<file path="config.mk">
export PLATFORM = sky130hd
export DESIGN_NAME = scrs_receive_status
export DESIGN_NICKNAME = d
export VERILOG_FILES = /design/src/core/scrs_receive_status.v
export VERILOG_INCLUDE_DIRS = /design/src /design/src/common
export SDC_FILE = /design/constraint.sdc
export NUM_CORES = 1
export LEC_CHECK = 0
export ABC_AREA = 1
export ABC_CLOCK_PERIOD_IN_PS = 2990
export BUFFER_PORTS_ARGS = -buffer_cell sky130_fd_sc_hd__buf_2
export CORE_ASPECT_RATIO = 0.75
export CORE_MARGIN = 1.5
export CORE_UTILIZATION = 60
export CTS_CLUSTER_DIAMETER = 150
export DETAILED_ROUTE_END_ITERATION = 12
export GPL_TIMING_DRIVEN = 1
export PLACE_DENSITY = 0.85
export RECOVER_POWER = 50
export SLEW_MARGIN = 20
export SYNTH_ARGS = -nofsm -noshare
export SYNTH_HDL_FRONTEND = slang
export SYNTH_SLANG_ARGS = --single-unit
</file>
<file path="constraint.sdc">
create_clock -name REF_CLK -period 2.99 [get_ports REF_CLK]
set_clock_uncertainty 0.2 [all_clocks]
set_input_delay 0.299 -clock REF_CLK [delete_from_list [all_inputs] [get_ports REF_CLK]]
set_output_delay 0.299 -clock REF_CLK [all_outputs]
set_load 0.005 [all_outputs]
</file>
<file path="src/common/scrs_defs.vh">
`ifndef SCRS_DEFS_VH
`define SCRS_DEFS_VH

// Register indices; the byte address is four times the index
`define SCRS_IDX_TX_DATA 16'hFE07
`define SCRS_IDX_RX_STATUS 16'hFE08
`define SCRS_IDX_RX_DATA 16'hFE09
`define SCRS_IDX_LINE_CTRL 16'hFE0A
`define SCRS_IDX_MODE 16'hFE0C
`define SCRS_IDX_IRQ_STATUS 16'hFE0D
`define SCRS_IDX_IRQ_MASK 16'hFE0E
`define SCRS_BYTE_ADDR(idx) {idx, 2'b00}

// Reset values
`define SCRS_RST_TX_DATA 8'h00
`define SCRS_RST_RX_STATUS 8'h00
`define SCRS_RST_RX_DATA 8'h00
`define SCRS_RST_LINE_CTRL 8'h21
`define SCRS_RST_MODE 8'h00
`define SCRS_RST_IRQ 8'h00

// Receive status fields
`define SCRS_ST_NINTH 7
`define SCRS_ST_FINAL 5
`define SCRS_ST_CHKERR 4
`define SCRS_ST_FULL 3
`define SCRS_ST_EMPTY 2
`define SCRS_ST_OVR 1
`define SCRS_ST_PAR 0

// Line control fields
`define SCRS_LC_IO 5
`define SCRS_LC_IOD 4
`define SCRS_LC_CLKLVL 1
`define SCRS_LC_CLKOFF 0

// Mode fields
`define SCRS_MD_SYNC 0
`define SCRS_MD_NINE 1
`define SCRS_MD_LRC 2
`define SCRS_MD_SEC 3

// Interrupt status fields
`define SCRS_IRQ_RXAVAIL 0
`define SCRS_IRQ_RECEIVE_ERROR_INTERRUPT 1
`define SCRS_IRQ_CHKERR 2

// Check values
`define SCRS_CRC_INIT 16'hFFFF
`define SCRS_CRC_POLY 16'h1021
`define SCRS_CRC_RESIDUE 16'h1D0F
`define SCRS_LRC_RESIDUE 8'h00

// Character timing in card clock periods
`define SCRS_ETU_CLKS 372

`endif

</file>
<file path="src/core/scrs_receive_status.v">
`timescale 1ns/10ps
`include "scrs_defs.vh"

// Summary of operation
// - Sync nine-bit mode captures the I/O level on the ninth card clock rise.
// - Flagged final byte compares accumulated CRC, or LRC in LRC mode, with residue; mismatch flags error.
// - Read-only check error bit reads one after a CRC or LRC mismatch.
// - Read-only full bit is set whenever the receive FIFO holds its maximum.
// - Read-only empty bit exists and never raises a receive interrupt.
// - Byte arriving on a full FIFO sets overrun; firmware read clears it.
// - While overrun stands, further received bytes are discarded.
// - Overrun raises the receive error interrupt.
// - Parity error sets a flag, cleared by read, and raises receive error interrupt.
// - Received bytes queue in a FIFO read through the eight-bit data register.
module scrs_receive_status #(
  parameter RX_DEPTH = 8,
  parameter RX_AW = 3,
  parameter TX_DEPTH = 8,
  parameter TX_AW = 3,
  parameter ETU_CLKS = `SCRS_ETU_CLKS
) (
  // Clock and reset
  input wire REF_CLK,
  input wire RESET_N,
  // Avalon-MM slave
  input wire [17:0] AVS_ADDRESS,
  input wire AVS_READ,
  input wire AVS_WRITE,
  input wire [3:0] AVS_BYTEENABLE,
  input wire [31:0] AVS_WRITEDATA,
  output wire [31:0] AVS_READDATA,
  output wire AVS_WAITREQUEST,
  // Interrupt
  output wire IRQ,
  // Card link
  input wire CARD_CLK_IN,
  input wire CARD_IO_IN,
  input wire SECONDARY_CARD_IO_IN,
  output wire CARD_IO_OUT,
  output wire CARD_IO_OE,
  output wire CARD_CLK_LEVEL,
  output wire CARD_CLK_STOP,
  // Transmit byte stream toward the transmitter
  output wire [7:0] TX_DATA,
  output wire TX_VALID,
  input wire TX_READY
);

  localparam ST_IDLE = 4'b0001;
  localparam ST_START = 4'b0010;
  localparam ST_BITS = 4'b0100;
  localparam ST_STOP = 4'b1000;

  // CRC over one byte, most significant bit first
  function [15:0] crc_byte;
    input [15:0] crc;
    input [7:0] data;
    integer i;
    reg [15:0] c;
    begin
      c = crc ^ {data, 8'h00};
      for (i = 0; i < 8; i = i + 1)
        c = c[15] ? ({c[14:0], 1'b0} ^ `SCRS_CRC_POLY) : {c[14:0], 1'b0};
      crc_byte = c;
    end
  endfunction

  // Address match for one register index
  function hit;
    input [17:0] addr;
    input [15:0] idx;
    begin
      hit = (addr == `SCRS_BYTE_ADDR(idx));
    end
  endfunction

  // Two-flop synchronisers for clock, I/O and secondary I/O
  reg [2:0] sync1_q;
  reg [2:0] sync2_q;
  reg clk_prev_q;
  always @(posedge REF_CLK)
  begin
    if (!RESET_N)
    begin
      // Idle levels: both io lines high, card clock low, so no false edge or start
      sync1_q <= 3'h6;
      sync2_q <= 3'h6;
      clk_prev_q <= 1'b0;
    end
    else
    begin
      sync1_q <= {SECONDARY_CARD_IO_IN, CARD_IO_IN, CARD_CLK_IN};
      sync2_q <= sync1_q;
      clk_prev_q <= sync2_q[0];
    end
  end

  // Registers
  reg [7:0] line_ctrl_q;
  reg [7:0] mode_q;
  reg [7:0] irq_st_q;
  reg [7:0] irq_mask_q;
  reg final_q;
  reg chkerr_q;
  reg ovr_q;
  reg par_q;
  reg ninth_q;
  reg irq_q;
  reg wait_q;
  reg io_oe_q;
  reg [31:0] rdata_q;

  wire clk_rise = sync2_q[0] & ~clk_prev_q;
  wire io_s = mode_q[`SCRS_MD_SEC] ? sync2_q[2] : sync2_q[1];
  wire sync_mode = mode_q[`SCRS_MD_SYNC];
  wire nine_bit_format_select = mode_q[`SCRS_MD_NINE];

  // Bus access is taken on the second cycle of a request
  wire req = AVS_READ | AVS_WRITE;
  wire take = req & ~wait_q;
  wire wr = take & AVS_WRITE & AVS_BYTEENABLE[0];
  wire rd = take & AVS_READ;
  wire rd_status = rd & hit(AVS_ADDRESS, `SCRS_IDX_RX_STATUS);
  wire rd_rxdata = rd & hit(AVS_ADDRESS, `SCRS_IDX_RX_DATA);
  wire wr_txdata = wr & hit(AVS_ADDRESS, `SCRS_IDX_TX_DATA);
  wire wr_mode = wr & hit(AVS_ADDRESS, `SCRS_IDX_MODE);

  // Receiver: sync shifter or framed character receiver
  reg [3:0] st_q;
  reg [15:0] etu_q;
  reg [3:0] bit_q;
  reg [8:0] shift_q;
  reg done_q;
  reg [7:0] byte_q;
  reg perr_q;
  always @(posedge REF_CLK)
  begin
    if (!RESET_N || wr_mode)
    begin
      st_q <= ST_IDLE;
      etu_q <= 16'h0000;
      bit_q <= 4'h0;
      shift_q <= 9'h000;
      done_q <= 1'b0;
      byte_q <= 8'h00;
      perr_q <= 1'b0;
      ninth_q <= 1'b0;
    end
    else
    begin
      done_q <= 1'b0;
      perr_q <= 1'b0;
      if (sync_mode)
      begin
        if (clk_rise)
        begin
          shift_q <= {io_s, shift_q[8:1]};
          if (bit_q == 4'h8 && nine_bit_format_select)
          begin
            ninth_q <= io_s;
            bit_q <= 4'h0;
          end
          else if (bit_q == 4'h7)
          begin
            done_q <= 1'b1;
            byte_q <= {io_s, shift_q[8:2]};
            bit_q <= nine_bit_format_select ? 4'h8 : 4'h0;
          end
          else
            bit_q <= bit_q + 4'h1;
        end
      end
      else
      begin
        case (st_q)
          ST_IDLE:
          begin
            if (!io_s)
            begin
              st_q <= ST_START;
              etu_q <= 16'h0000;
            end
          end
          ST_START:
          begin
            if (clk_rise)
            begin
              etu_q <= etu_q + 16'h0001;
              if (etu_q == ETU_CLKS / 2)
              begin
                etu_q <= 16'h0000;
                bit_q <= 4'h0;
                st_q <= io_s ? ST_IDLE : ST_BITS;
              end
            end
          end
          ST_BITS:
          begin
            if (clk_rise)
            begin
              etu_q <= etu_q + 16'h0001;
              if (etu_q == ETU_CLKS - 1)
              begin
                etu_q <= 16'h0000;
                shift_q <= {io_s, shift_q[8:1]};
                bit_q <= bit_q + 4'h1;
                if (bit_q == 4'h8)
                begin
                  done_q <= 1'b1;
                  byte_q <= shift_q[8:1];
                  // even parity over data and parity bit
                  perr_q <= ^{io_s, shift_q[8:1]};
                  st_q <= ST_STOP;
                end
              end
            end
          end
          ST_STOP:
          begin
            if (io_s)
              st_q <= ST_IDLE;
          end
          default:
            st_q <= ST_IDLE;
        endcase
      end
    end
  end

  // Receive FIFO
  reg [7:0] rx_mem_q [0:RX_DEPTH-1];
  reg [RX_AW-1:0] rx_wp_q;
  reg [RX_AW-1:0] rx_rp_q;
  reg [RX_AW:0] rx_cnt_q;
  wire rx_full = (rx_cnt_q == RX_DEPTH);
  wire rx_empty = (rx_cnt_q == {(RX_AW+1){1'b0}});
  wire ovr_evt = done_q & rx_full;
  wire push = done_q & ~rx_full & ~ovr_q;
  wire pop = rd_rxdata & ~rx_empty;
  always @(posedge REF_CLK)
  begin
    if (!RESET_N)
    begin
      rx_wp_q <= {RX_AW{1'b0}};
      rx_rp_q <= {RX_AW{1'b0}};
      rx_cnt_q <= {(RX_AW+1){1'b0}};
    end
    else
    begin
      if (push)
      begin
        rx_mem_q[rx_wp_q] <= byte_q;
        rx_wp_q <= (rx_wp_q == RX_DEPTH - 1) ? {RX_AW{1'b0}} : rx_wp_q + 1'b1;
      end
      if (pop)
        rx_rp_q <= (rx_rp_q == RX_DEPTH - 1) ? {RX_AW{1'b0}} : rx_rp_q + 1'b1;
      if (push && !pop)
        rx_cnt_q <= rx_cnt_q + 1'b1;
      else if (pop && !push)
        rx_cnt_q <= rx_cnt_q - 1'b1;
    end
  end

  // Transmit FIFO feeding the transmitter stream
  reg [7:0] tx_mem_q [0:TX_DEPTH-1];
  reg [TX_AW-1:0] tx_wp_q;
  reg [TX_AW-1:0] tx_rp_q;
  reg [TX_AW:0] tx_cnt_q;
  reg [7:0] tx_out_q;
  reg tx_vld_q;
  wire tx_take = tx_vld_q & TX_READY;
  wire tx_load = (tx_cnt_q != {(TX_AW+1){1'b0}}) & (~tx_vld_q | TX_READY);
  // write appends one byte; dropped when full
  wire tx_push = wr_txdata & (tx_cnt_q != TX_DEPTH);
  always @(posedge REF_CLK)
  begin
    if (!RESET_N)
    begin
      tx_wp_q <= {TX_AW{1'b0}};
      tx_rp_q <= {TX_AW{1'b0}};
      tx_cnt_q <= {(TX_AW+1){1'b0}};
      tx_out_q <= `SCRS_RST_TX_DATA;
      tx_vld_q <= 1'b0;
    end
    else
    begin
      if (tx_push)
      begin
        tx_mem_q[tx_wp_q] <= AVS_WRITEDATA[7:0];
        tx_wp_q <= (tx_wp_q == TX_DEPTH - 1) ? {TX_AW{1'b0}} : tx_wp_q + 1'b1;
      end
      if (tx_load)
      begin
        tx_out_q <= tx_mem_q[tx_rp_q];
        tx_rp_q <= (tx_rp_q == TX_DEPTH - 1) ? {TX_AW{1'b0}} : tx_rp_q + 1'b1;
        tx_vld_q <= 1'b1;
      end
      else if (tx_take)
        tx_vld_q <= 1'b0;
      if (tx_push && !tx_load)
        tx_cnt_q <= tx_cnt_q + 1'b1;
      else if (tx_load && !tx_push)
        tx_cnt_q <= tx_cnt_q - 1'b1;
    end
  end

  // Block check accumulation and final byte test
  reg [15:0] crc_q;
  reg [7:0] lrc_q;
  wire [15:0] crc_nx = crc_byte(crc_q, byte_q);
  wire [7:0] lrc_nx = lrc_q ^ byte_q;
  wire final_done = done_q & final_q;
  wire chk_bad = mode_q[`SCRS_MD_LRC] ? (lrc_nx != `SCRS_LRC_RESIDUE) : (crc_nx != `SCRS_CRC_RESIDUE);
  wire chk_evt = final_done & chk_bad;
  always @(posedge REF_CLK)
  begin
    if (!RESET_N || wr_mode || final_done)
    begin
      crc_q <= `SCRS_CRC_INIT;
      lrc_q <= 8'h00;
    end
    else if (done_q)
    begin
      crc_q <= crc_nx;
      lrc_q <= lrc_nx;
    end
  end

  // Status flags; a new event wins over the read clear
  always @(posedge REF_CLK)
  begin
    if (!RESET_N)
    begin
      final_q <= 1'b0;
      chkerr_q <= 1'b0;
      ovr_q <= 1'b0;
      par_q <= 1'b0;
    end
    else
    begin
      if (wr && hit(AVS_ADDRESS, `SCRS_IDX_RX_STATUS))
        final_q <= AVS_WRITEDATA[`SCRS_ST_FINAL];
      else if (final_done)
        final_q <= 1'b0;
      // check error stays until next good block or a mode write
      if (chk_evt)
        chkerr_q <= 1'b1;
      else if (final_done || wr_mode)
        chkerr_q <= 1'b0;
      if (ovr_evt)
        ovr_q <= 1'b1;
      else if (rd_status)
        ovr_q <= 1'b0;
      // parity flag set, cleared by read
      if (perr_q)
        par_q <= 1'b1;
      else if (rd_status)
        par_q <= 1'b0;
    end
  end

  // Interrupt status, mask and output
  wire [7:0] irq_evt;
  // empty is not an interrupt source
  // overrun and parity raise receive error
  assign irq_evt = {5'h00, chk_evt, ovr_evt | perr_q, push};
  wire wr_irq_st = wr & hit(AVS_ADDRESS, `SCRS_IDX_IRQ_STATUS);
  always @(posedge REF_CLK)
  begin
    if (!RESET_N)
    begin
      irq_st_q <= `SCRS_RST_IRQ;
      irq_mask_q <= `SCRS_RST_IRQ;
      irq_q <= 1'b0;
    end
    else
    begin
      irq_st_q <= irq_evt | (irq_st_q & ~(wr_irq_st ? AVS_WRITEDATA[7:0] : 8'h00));
      if (wr && hit(AVS_ADDRESS, `SCRS_IDX_IRQ_MASK))
        irq_mask_q <= AVS_WRITEDATA[7:0];
      irq_q <= |(irq_st_q & irq_mask_q);
    end
  end

  // Control registers
  always @(posedge REF_CLK)
  begin
    if (!RESET_N)
    begin
      line_ctrl_q <= `SCRS_RST_LINE_CTRL;
      mode_q <= `SCRS_RST_MODE;
      io_oe_q <= 1'b1; // Line control resets with the io pin as output
    end
    else
    begin
      // Registered drive enable, high while the io direction bit is clear
      io_oe_q <= ~line_ctrl_q[`SCRS_LC_IOD];
      if (wr && hit(AVS_ADDRESS, `SCRS_IDX_LINE_CTRL))
        line_ctrl_q <= AVS_WRITEDATA[7:0];
      if (wr_mode)
        mode_q <= {4'h0, AVS_WRITEDATA[3:0]};
    end
  end

  // Read data mux, sampled on the first request cycle
  reg [7:0] rmux;
  always @*
  begin
    rmux = 8'h00;
    if (hit(AVS_ADDRESS, `SCRS_IDX_RX_STATUS))
      rmux = {ninth_q, 1'b0, final_q, chkerr_q, rx_full, rx_empty, ovr_q, par_q};
    else if (hit(AVS_ADDRESS, `SCRS_IDX_RX_DATA))
      rmux = rx_empty ? `SCRS_RST_RX_DATA : rx_mem_q[rx_rp_q];
    else if (hit(AVS_ADDRESS, `SCRS_IDX_LINE_CTRL))
      rmux = {line_ctrl_q[7:6], io_s, line_ctrl_q[4:0]};
    else if (hit(AVS_ADDRESS, `SCRS_IDX_MODE))
      rmux = mode_q;
    else if (hit(AVS_ADDRESS, `SCRS_IDX_IRQ_STATUS))
      rmux = irq_st_q;
    else if (hit(AVS_ADDRESS, `SCRS_IDX_IRQ_MASK))
      rmux = irq_mask_q;
  end

  // One wait cycle per access
  always @(posedge REF_CLK)
  begin
    if (!RESET_N)
    begin
      wait_q <= 1'b1;
      rdata_q <= 32'h00000000;
    end
    else
    begin
      wait_q <= ~(req & wait_q);
      if (AVS_READ && wait_q) // Writes leave the last read data standing
        rdata_q <= {24'h000000, rmux};
    end
  end

  assign AVS_READDATA = rdata_q;
  assign AVS_WAITREQUEST = wait_q;
  assign IRQ = irq_q;
  assign CARD_IO_OUT = line_ctrl_q[`SCRS_LC_IO];
  assign CARD_IO_OE = io_oe_q;
  assign CARD_CLK_LEVEL = line_ctrl_q[`SCRS_LC_CLKLVL];
  assign CARD_CLK_STOP = line_ctrl_q[`SCRS_LC_CLKOFF];
  assign TX_DATA = tx_out_q;
  assign TX_VALID = tx_vld_q;

endmodule // scrs_receive_status

</file>
Word level (Yosys, flattened, before mapping)

Memories as Yosys holds them, arrays and structs flattened. A register that Yosys moved wholly into a read port is not among the register bits.
Index checks and enable logic that the tools add are counted.

Output and inout port bits: 47
ROM bits: 0
Register bits: 139
Word-level logic and storage cells: 259
Memories: 2
Memory bits (writable): 128
Bits in latches: 0

Memory list:

| memory   | depth | bits a word | rd ports | clocked after Yosys merged registers in | write ports | RTL line                  | RTL |
|---|---|---|---|---|---|---|---|
| rx_mem_q | 8     | 8           | 1        | 1                                       | 1           | scrs_receive_status.v:231 | `reg [7:0] rx_mem_q [0:RX_DEPTH-1];` |
| tx_mem_q | 8     | 8           | 1        | 1                                       | 1           | scrs_receive_status.v:265 | `reg [7:0] tx_mem_q [0:TX_DEPTH-1];` |

Add/sub/neg operators: 10
Order comparisons: 0
Equality and inequality tests: 34
Reductions and logical operators: 42
Shift operators: 0
Div/mod/pow operators: 0
Multiply operators: 0
Muxes and demuxes: 89
Bitwise operators: 50

Operators with widths:

| cell                                                                    | number |
|---|---|
| 8-bit 2-to-1 mux                                                        | 16 |
| 18-bit equality test (second input constant)                            | 7 |
| 13-bit 2-to-1 mux                                                       | 8 |
| 16-bit 2-to-1 mux                                                       | 5 |
| 4-bit 2-to-1 mux                                                        | 20 |
| 16-bit one-hot mux with 3 select lines                                  | 1 |
| 9-bit 2-to-1 mux                                                        | 5 |
| 1-bit 2-to-1 mux                                                        | 25 |
| 3-bit NOT                                                               | 8 |
| 3-bit 2-to-1 mux                                                        | 7 |
| 1-bit bitwise AND                                                       | 20 |
| 2-bit nonzero test                                                      | 10 |
| 16-bit by 1-bit adder with 16-bit output (second input constant)        | 1 |
| 8-bit bitwise AND                                                       | 2 |
| 16-bit by 8-bit equality test with 1-bit output (second input constant) | 1 |
| 16-bit by 9-bit equality test with 1-bit output (second input constant) | 1 |
| 16-bit by 13-bit != test with 1-bit output (second input constant)      | 1 |
| 2-bit != test (second input constant)                                   | 8 |
| 4-bit one-hot mux with 4 select lines                                   | 1 |
| 16-bit XOR                                                              | 1 |
| 1-bit NOT                                                               | 13 |
| 3-bit by 1-bit adder with 3-bit output (second input constant)          | 4 |
| 4-bit by 1-bit adder with 4-bit output (second input constant)          | 3 |
| 3-bit equality test (second input constant)                             | 4 |
| other kinds (27)                                                        | 53 |

Depth between registers and ports, before layout

Depth after elaboration: 21
Gate-level depth with buffers: 19
Gate-level depth less buffers: 19

Worst setup path after synthesis

No wires, ideal clock.

Path type: flip-flop to flip-flop
Start point: register rx_cnt_q[0]
End point: register rx_cnt_q[3]
Stages on the path, launching flop included: 16
Setup time: 119 ps
Arrival time: 2,401 ps
Buffers on the path: 0
Slack: 269 ps
Cells stage by stage: dfxtp_1 -> or2_2 -> nor3_1 -> clkinv_1 -> nand3_1 -> ha_1 -> inv_1 -> ha_1 -> nand2_1 -> nand2_1 -> a21oi_1 -> nor2_1 -> nor2_1 -> nand2_1 -> o21ai_0 -> a21oi_1

Cells in the longest elaborated chain, start to end: 7
Elaborated cells between the ends (all ways): 16
Classes of those cells: add/sub: 2; eq/ne: 1; mux: 2; bitwise: 5; reduce/logical: 6

Ends and longest elaborated chain:

| element                             | RTL line                  | RTL |
|---|---|---|
| from (decl)                         | scrs_receive_status.v:234 | `reg [RX_AW:0] rx_cnt_q;` |
| from (signal assigned)              | scrs_receive_status.v:246 | `rx_cnt_q <= {(RX_AW+1){1'b0}};` |
| from (signal assigned)              | scrs_receive_status.v:258 | `rx_cnt_q <= rx_cnt_q + 1'b1;` |
| from (signal assigned)              | scrs_receive_status.v:260 | `rx_cnt_q <= rx_cnt_q - 1'b1;` |
| 4-bit equality test                 | scrs_receive_status.v:235 | `wire rx_full = (rx_cnt_q == RX_DEPTH);` |
| 1-bit NOT                           | scrs_receive_status.v:238 | `wire push = done_q & ~rx_full & ~ovr_q;` |
| 1-bit bitwise AND (2 in a row)      | scrs_receive_status.v:238 |  |
| 1-bit zero test                     | scrs_receive_status.v:259 | `else if (pop && !push)` |
| 1-bit logical AND                   | scrs_receive_status.v:259 |  |
| 2-bit nonzero test (no source line) | -                         |  |

Parallel ways exist; a longest one is shown, timed or not. The select of a mux whose other input is x is not followed.
A chain may end at the register's enable or synchronous reset.

Worst setup path after layout

Start point: register rx_cnt_q[0]
End point: register rx_cnt_q[3]

Cells in the longest elaborated chain, start to end: 7
Elaborated cells between the ends (all ways): 16
Classes of those cells: add/sub: 2; eq/ne: 1; mux: 2; bitwise: 5; reduce/logical: 6

Ends and longest elaborated chain:

| element                             | RTL line |
|---|---|
| 4-bit equality test *               | scrs_receive_status.v:235 |
| 1-bit NOT *                         | scrs_receive_status.v:238 |
| 1-bit bitwise AND * (2 in a row)    | scrs_receive_status.v:238 |
| named net push                      | scrs_receive_status.v:238 |
| 1-bit zero test                     | scrs_receive_status.v:259 |
| 1-bit logical AND                   | scrs_receive_status.v:259 |
| 2-bit nonzero test (no source line) | - |

The timed path passes the listed nets; every way through them passes the cells marked *. The select of a mux whose other input is x is not followed.

==> qor.yml <==
place.gp.congestion: 0.890
synth_edf_count: 128
critical-path-max-stage-delay_ns: 0.37
p_leak_uw: 0.00546
ys.warnings.count: 0
ys_types: 51
ys_async_sr_fraction_pct: 0
status: "finished with violations"
clk_pin_slew_ns: 0.06
fp.dieArea_mm2: 0.0220
setup_viol: 0
io_pins: 109
slew_headroom_pct: -4.87
crit_slowest_cell: "dfxtp_1"
area_delta_synth_final_pct: 11.8
start_kind: "register"
grt_pass1_vias: 9703
finalNonFillerCells: 1835
postCtsSetupRepairBufs: 0
rows: 45
placedCellCount: 1771
ys.flop_type: "dfxtp_1"
cts.path.max_buffers: 3
path_delay_family: "simple AND/OR/NAND/NOR gates"
clockRootBuffer: "clkbuf_16"
grt_overflow: 0
initial_core_util_pct: 61.8
layout-drive-gt1-share_pct: 8.95
ir_worst_vdd_uv: 460
critical_path_required_ns: 3.21
num_vias: 10500
grt_max_degree: 46
avgRoutedWirePerCell_um: 16.0
drt_wl_total_mm: 29.3
fin_ws_ns: 0.0957
syn_inst: 1456
post-place-ws_ns: 0.0790
drv_slew: 31
dpl.hpwl_mm: 19.4
core_area_mm2: 0.0205
violations: "capacitance limit, slew limit"
grt_antenna_before_repair: 0
finalPower_uw: 8950
ant_nets: 0
insertion_delay_ns: 0.54
cts_tree: "yes"
postPlaceCellArea_mm2: 0.0132
worstPathArrival_ns: 3.11
syn-cell-area_mm2: 0.0127
fin_area_mm2: 0.0142
fmax_mhz: 346
path_buf_inv: 1
clock_sinks: 277
n_antenna_cell: 0
grtUsageTotal_pct: 26.8
cts_buffers: 26
die_w_um: 171
post-route-period-util_pct: 96.8
ys_seq_area_share_pct: 53.9
maxCapViolations: 1
final_nets: 1615
drt_pass1_iterations: 6
tightestPinTransition_ns: 1.57
crit_chain: "or2_2 > nor3_1 > nor3_1 > ha_1 > inv_1 > ha_1 > nand2_1 > nand2_1 > a21oi_1 > nor2_1 > nor2_1 > nand2_1 > o21ai_0 > a21oi_1"
hold_viol_final: 0
worstHoldPathType: "input port to register"
worstSetupPathType: "register to register"
period_minus_slack_ns: 2.89
end_kind: "register"
worst-path-max-fanout: 4
cts.htree.levels: 1
synth-seq-cells: 277
final_util_pct: 69.1
viasPerCell: 5.70
dr.first_iter.drc_count: 1196
p_per_area_mw_per_mm2: 632
die_h_um: 129
cp_common_cell: "nand2_1"
syn_avg_cell_area_um2: 8.70
grt_pass1_wl_mm: 47.0
portBuffers: 57
route.detailed.drc: 0
-- metal layers --
layer / up-vias / track usage (%) / routed length (um)
met1: 4840 / 37.2 / 12700
met4: 0 / 8.12 / 654
li1: 5010 / - / -
met3: 60 / 4.98 / 2840
met2: 549 / 43.0 / 13100
met5: - / 0 / 0
-- power by group --
part	leakage (uW)	internal [uW]	switching, uW
clock network	0.000403	1820	1400
registers	0.00226	4070	157
logic	0.00279	521	980
total	0.00546	6410	2540
-- worst register-to-register path, delay by kind of cell (launching register included) --
kind | cells | cell delay (ns)
AOI/OAI and AO/OA | 3 | 0.45
adders and majority gates | 2 | 0.49
buffers and inverters | 1 | 0.12
DFF | 1 | 0.37
and+or+nand+nor | 8 | 1.15
-- final cells by class --
class	instances	area [um^2]
inverter	139	524
fill	1498	6330
clock buffer	35	734
clock inverter	13	108
timing repair buffer	102	622
multi-input combinational	987	5000
tap	282	353
sequential	277	6830
-- path summary, 6_finish.rpt --
check	startpoint	endpoint	cells past startpoint	slack (ns)
worst max-delay path	rx_cnt_q[0]	rx_cnt_q[3]	14	0.1
worst min-delay path	AVS_BYTEENABLE[0]	final_q	5	0.03
worst max register to register	rx_cnt_q[0]	rx_cnt_q[3]	14	0.1
worst min register to register	line_ctrl_q[4]	CARD_IO_OE	1	0.18
-- state kept, by name, indices dropped and copies added (netlist names), 4 cells and up, named ones only --
name and flops:
rx_mem_q 64, tx_mem_q 64, crc_q 16, etu_q 16
AVS_READDATA 8, TX_DATA 8, byte_q 8, irq_mask_q 8
irq_st_q 8, line_ctrl_q 8, lrc_q 8, shift_q 8
bit_q 4, mode_q 4, rx_cnt_q 4, st_q 4
tx_cnt_q 4
-- cells in the mapped netlist (5+ instances only) --
| master | n | area, um^2 |
|---|---|---|
| a21oi_1 | 78 | 390 |
| buf_2 | 5 | 25.0 |
| buf_4 | 25 | 188 |
| buf_6 | 5 | 56.3 |
| clkbuf_1 | 40 | 150 |
| clkinv_1 | 5 | 18.8 |
| dfxtp_1 | 149 | 2980 |
| edfxtp_1 | 128 | 3840 |
| ha_1 | 18 | 225 |
| inv_1 | 128 | 480 |
| inv_2 | 5 | 18.8 |
| mux2i_1 | 8 | 80.1 |
| nand2_1 | 281 | 1050 |
| nand3_1 | 76 | 380 |
| nand4_1 | 33 | 206 |
| nor2_1 | 197 | 739 |
| nor3_1 | 19 | 95.1 |
| nor4_1 | 7 | 43.8 |
| o211ai_1 | 27 | 203 |
| o21ai_0 | 113 | 566 |
| o221ai_1 | 8 | 70.1 |
| o32ai_1 | 8 | 70.1 |
| or2_2 | 8 | 50.1 |
| xnor2_1 | 14 | 123 |
| xor2_1 | 28 | 245 |
-- repair_timing --
action                     in CTS  in global routing
setup endpoints to repair       0                  2
hold endpoints to repair       82                  0
resized for setup               0                  4
hold buffers                   16                  0
-- per-stage QoR --
step	TNS (ns)	hold slack (ns)
final	0	0.0339
after CTS	0	0.0812
after global routing	-0.0515	0.0764
after floorplan	0	0.158
after global placement	0	0.175
after detailed placement	0	0.173
-- cell families after synthesis --
group / after synthesis / synth area share, %
xor+xnor: 43 / 3.03
other cells: 1 / 0.0296
compound gates: 255 / 11.5
buf+inv: 215 / 7.48
mux: 8 / 0.632
flops: 277 / 53.9
simple gates: 637 / 21.3
fa+ha+maj: 20 / 2.09
-- layout by cell type, fill, tap and decap left out, types with 3 or more instances in the layout --
master / instances
nand2_1: 279
nor2_1: 197
dfxtp_1: 149
inv_1: 128
edfxtp_1: 128
o21ai_0: 113
a21oi_1: 78
nand3_1: 76
buf_2: 35
nand4_1: 33
xor2_1: 28
clkbuf_1: 28
o211ai_1: 27
clkbuf_16: 26
buf_4: 25
conb_1: 24
ha_1: 18
nor3_1: 17
dlygate4sd3_1: 16
xnor2_1: 14
clkinv_1: 8
or2_2: 8
o32ai_1: 8
mux2i_1: 8
o221ai_1: 8
nor4_1: 7
nand2_2: 6
inv_2: 5
clkbuf_8: 5
nor2_2: 4
o22ai_1: 4
clkinvlp_4: 4
clkinv_2: 4
a31oi_1: 3
nor3_2: 3
nand3_2: 3
Note: power is estimated with default switching activity, not from simulation.
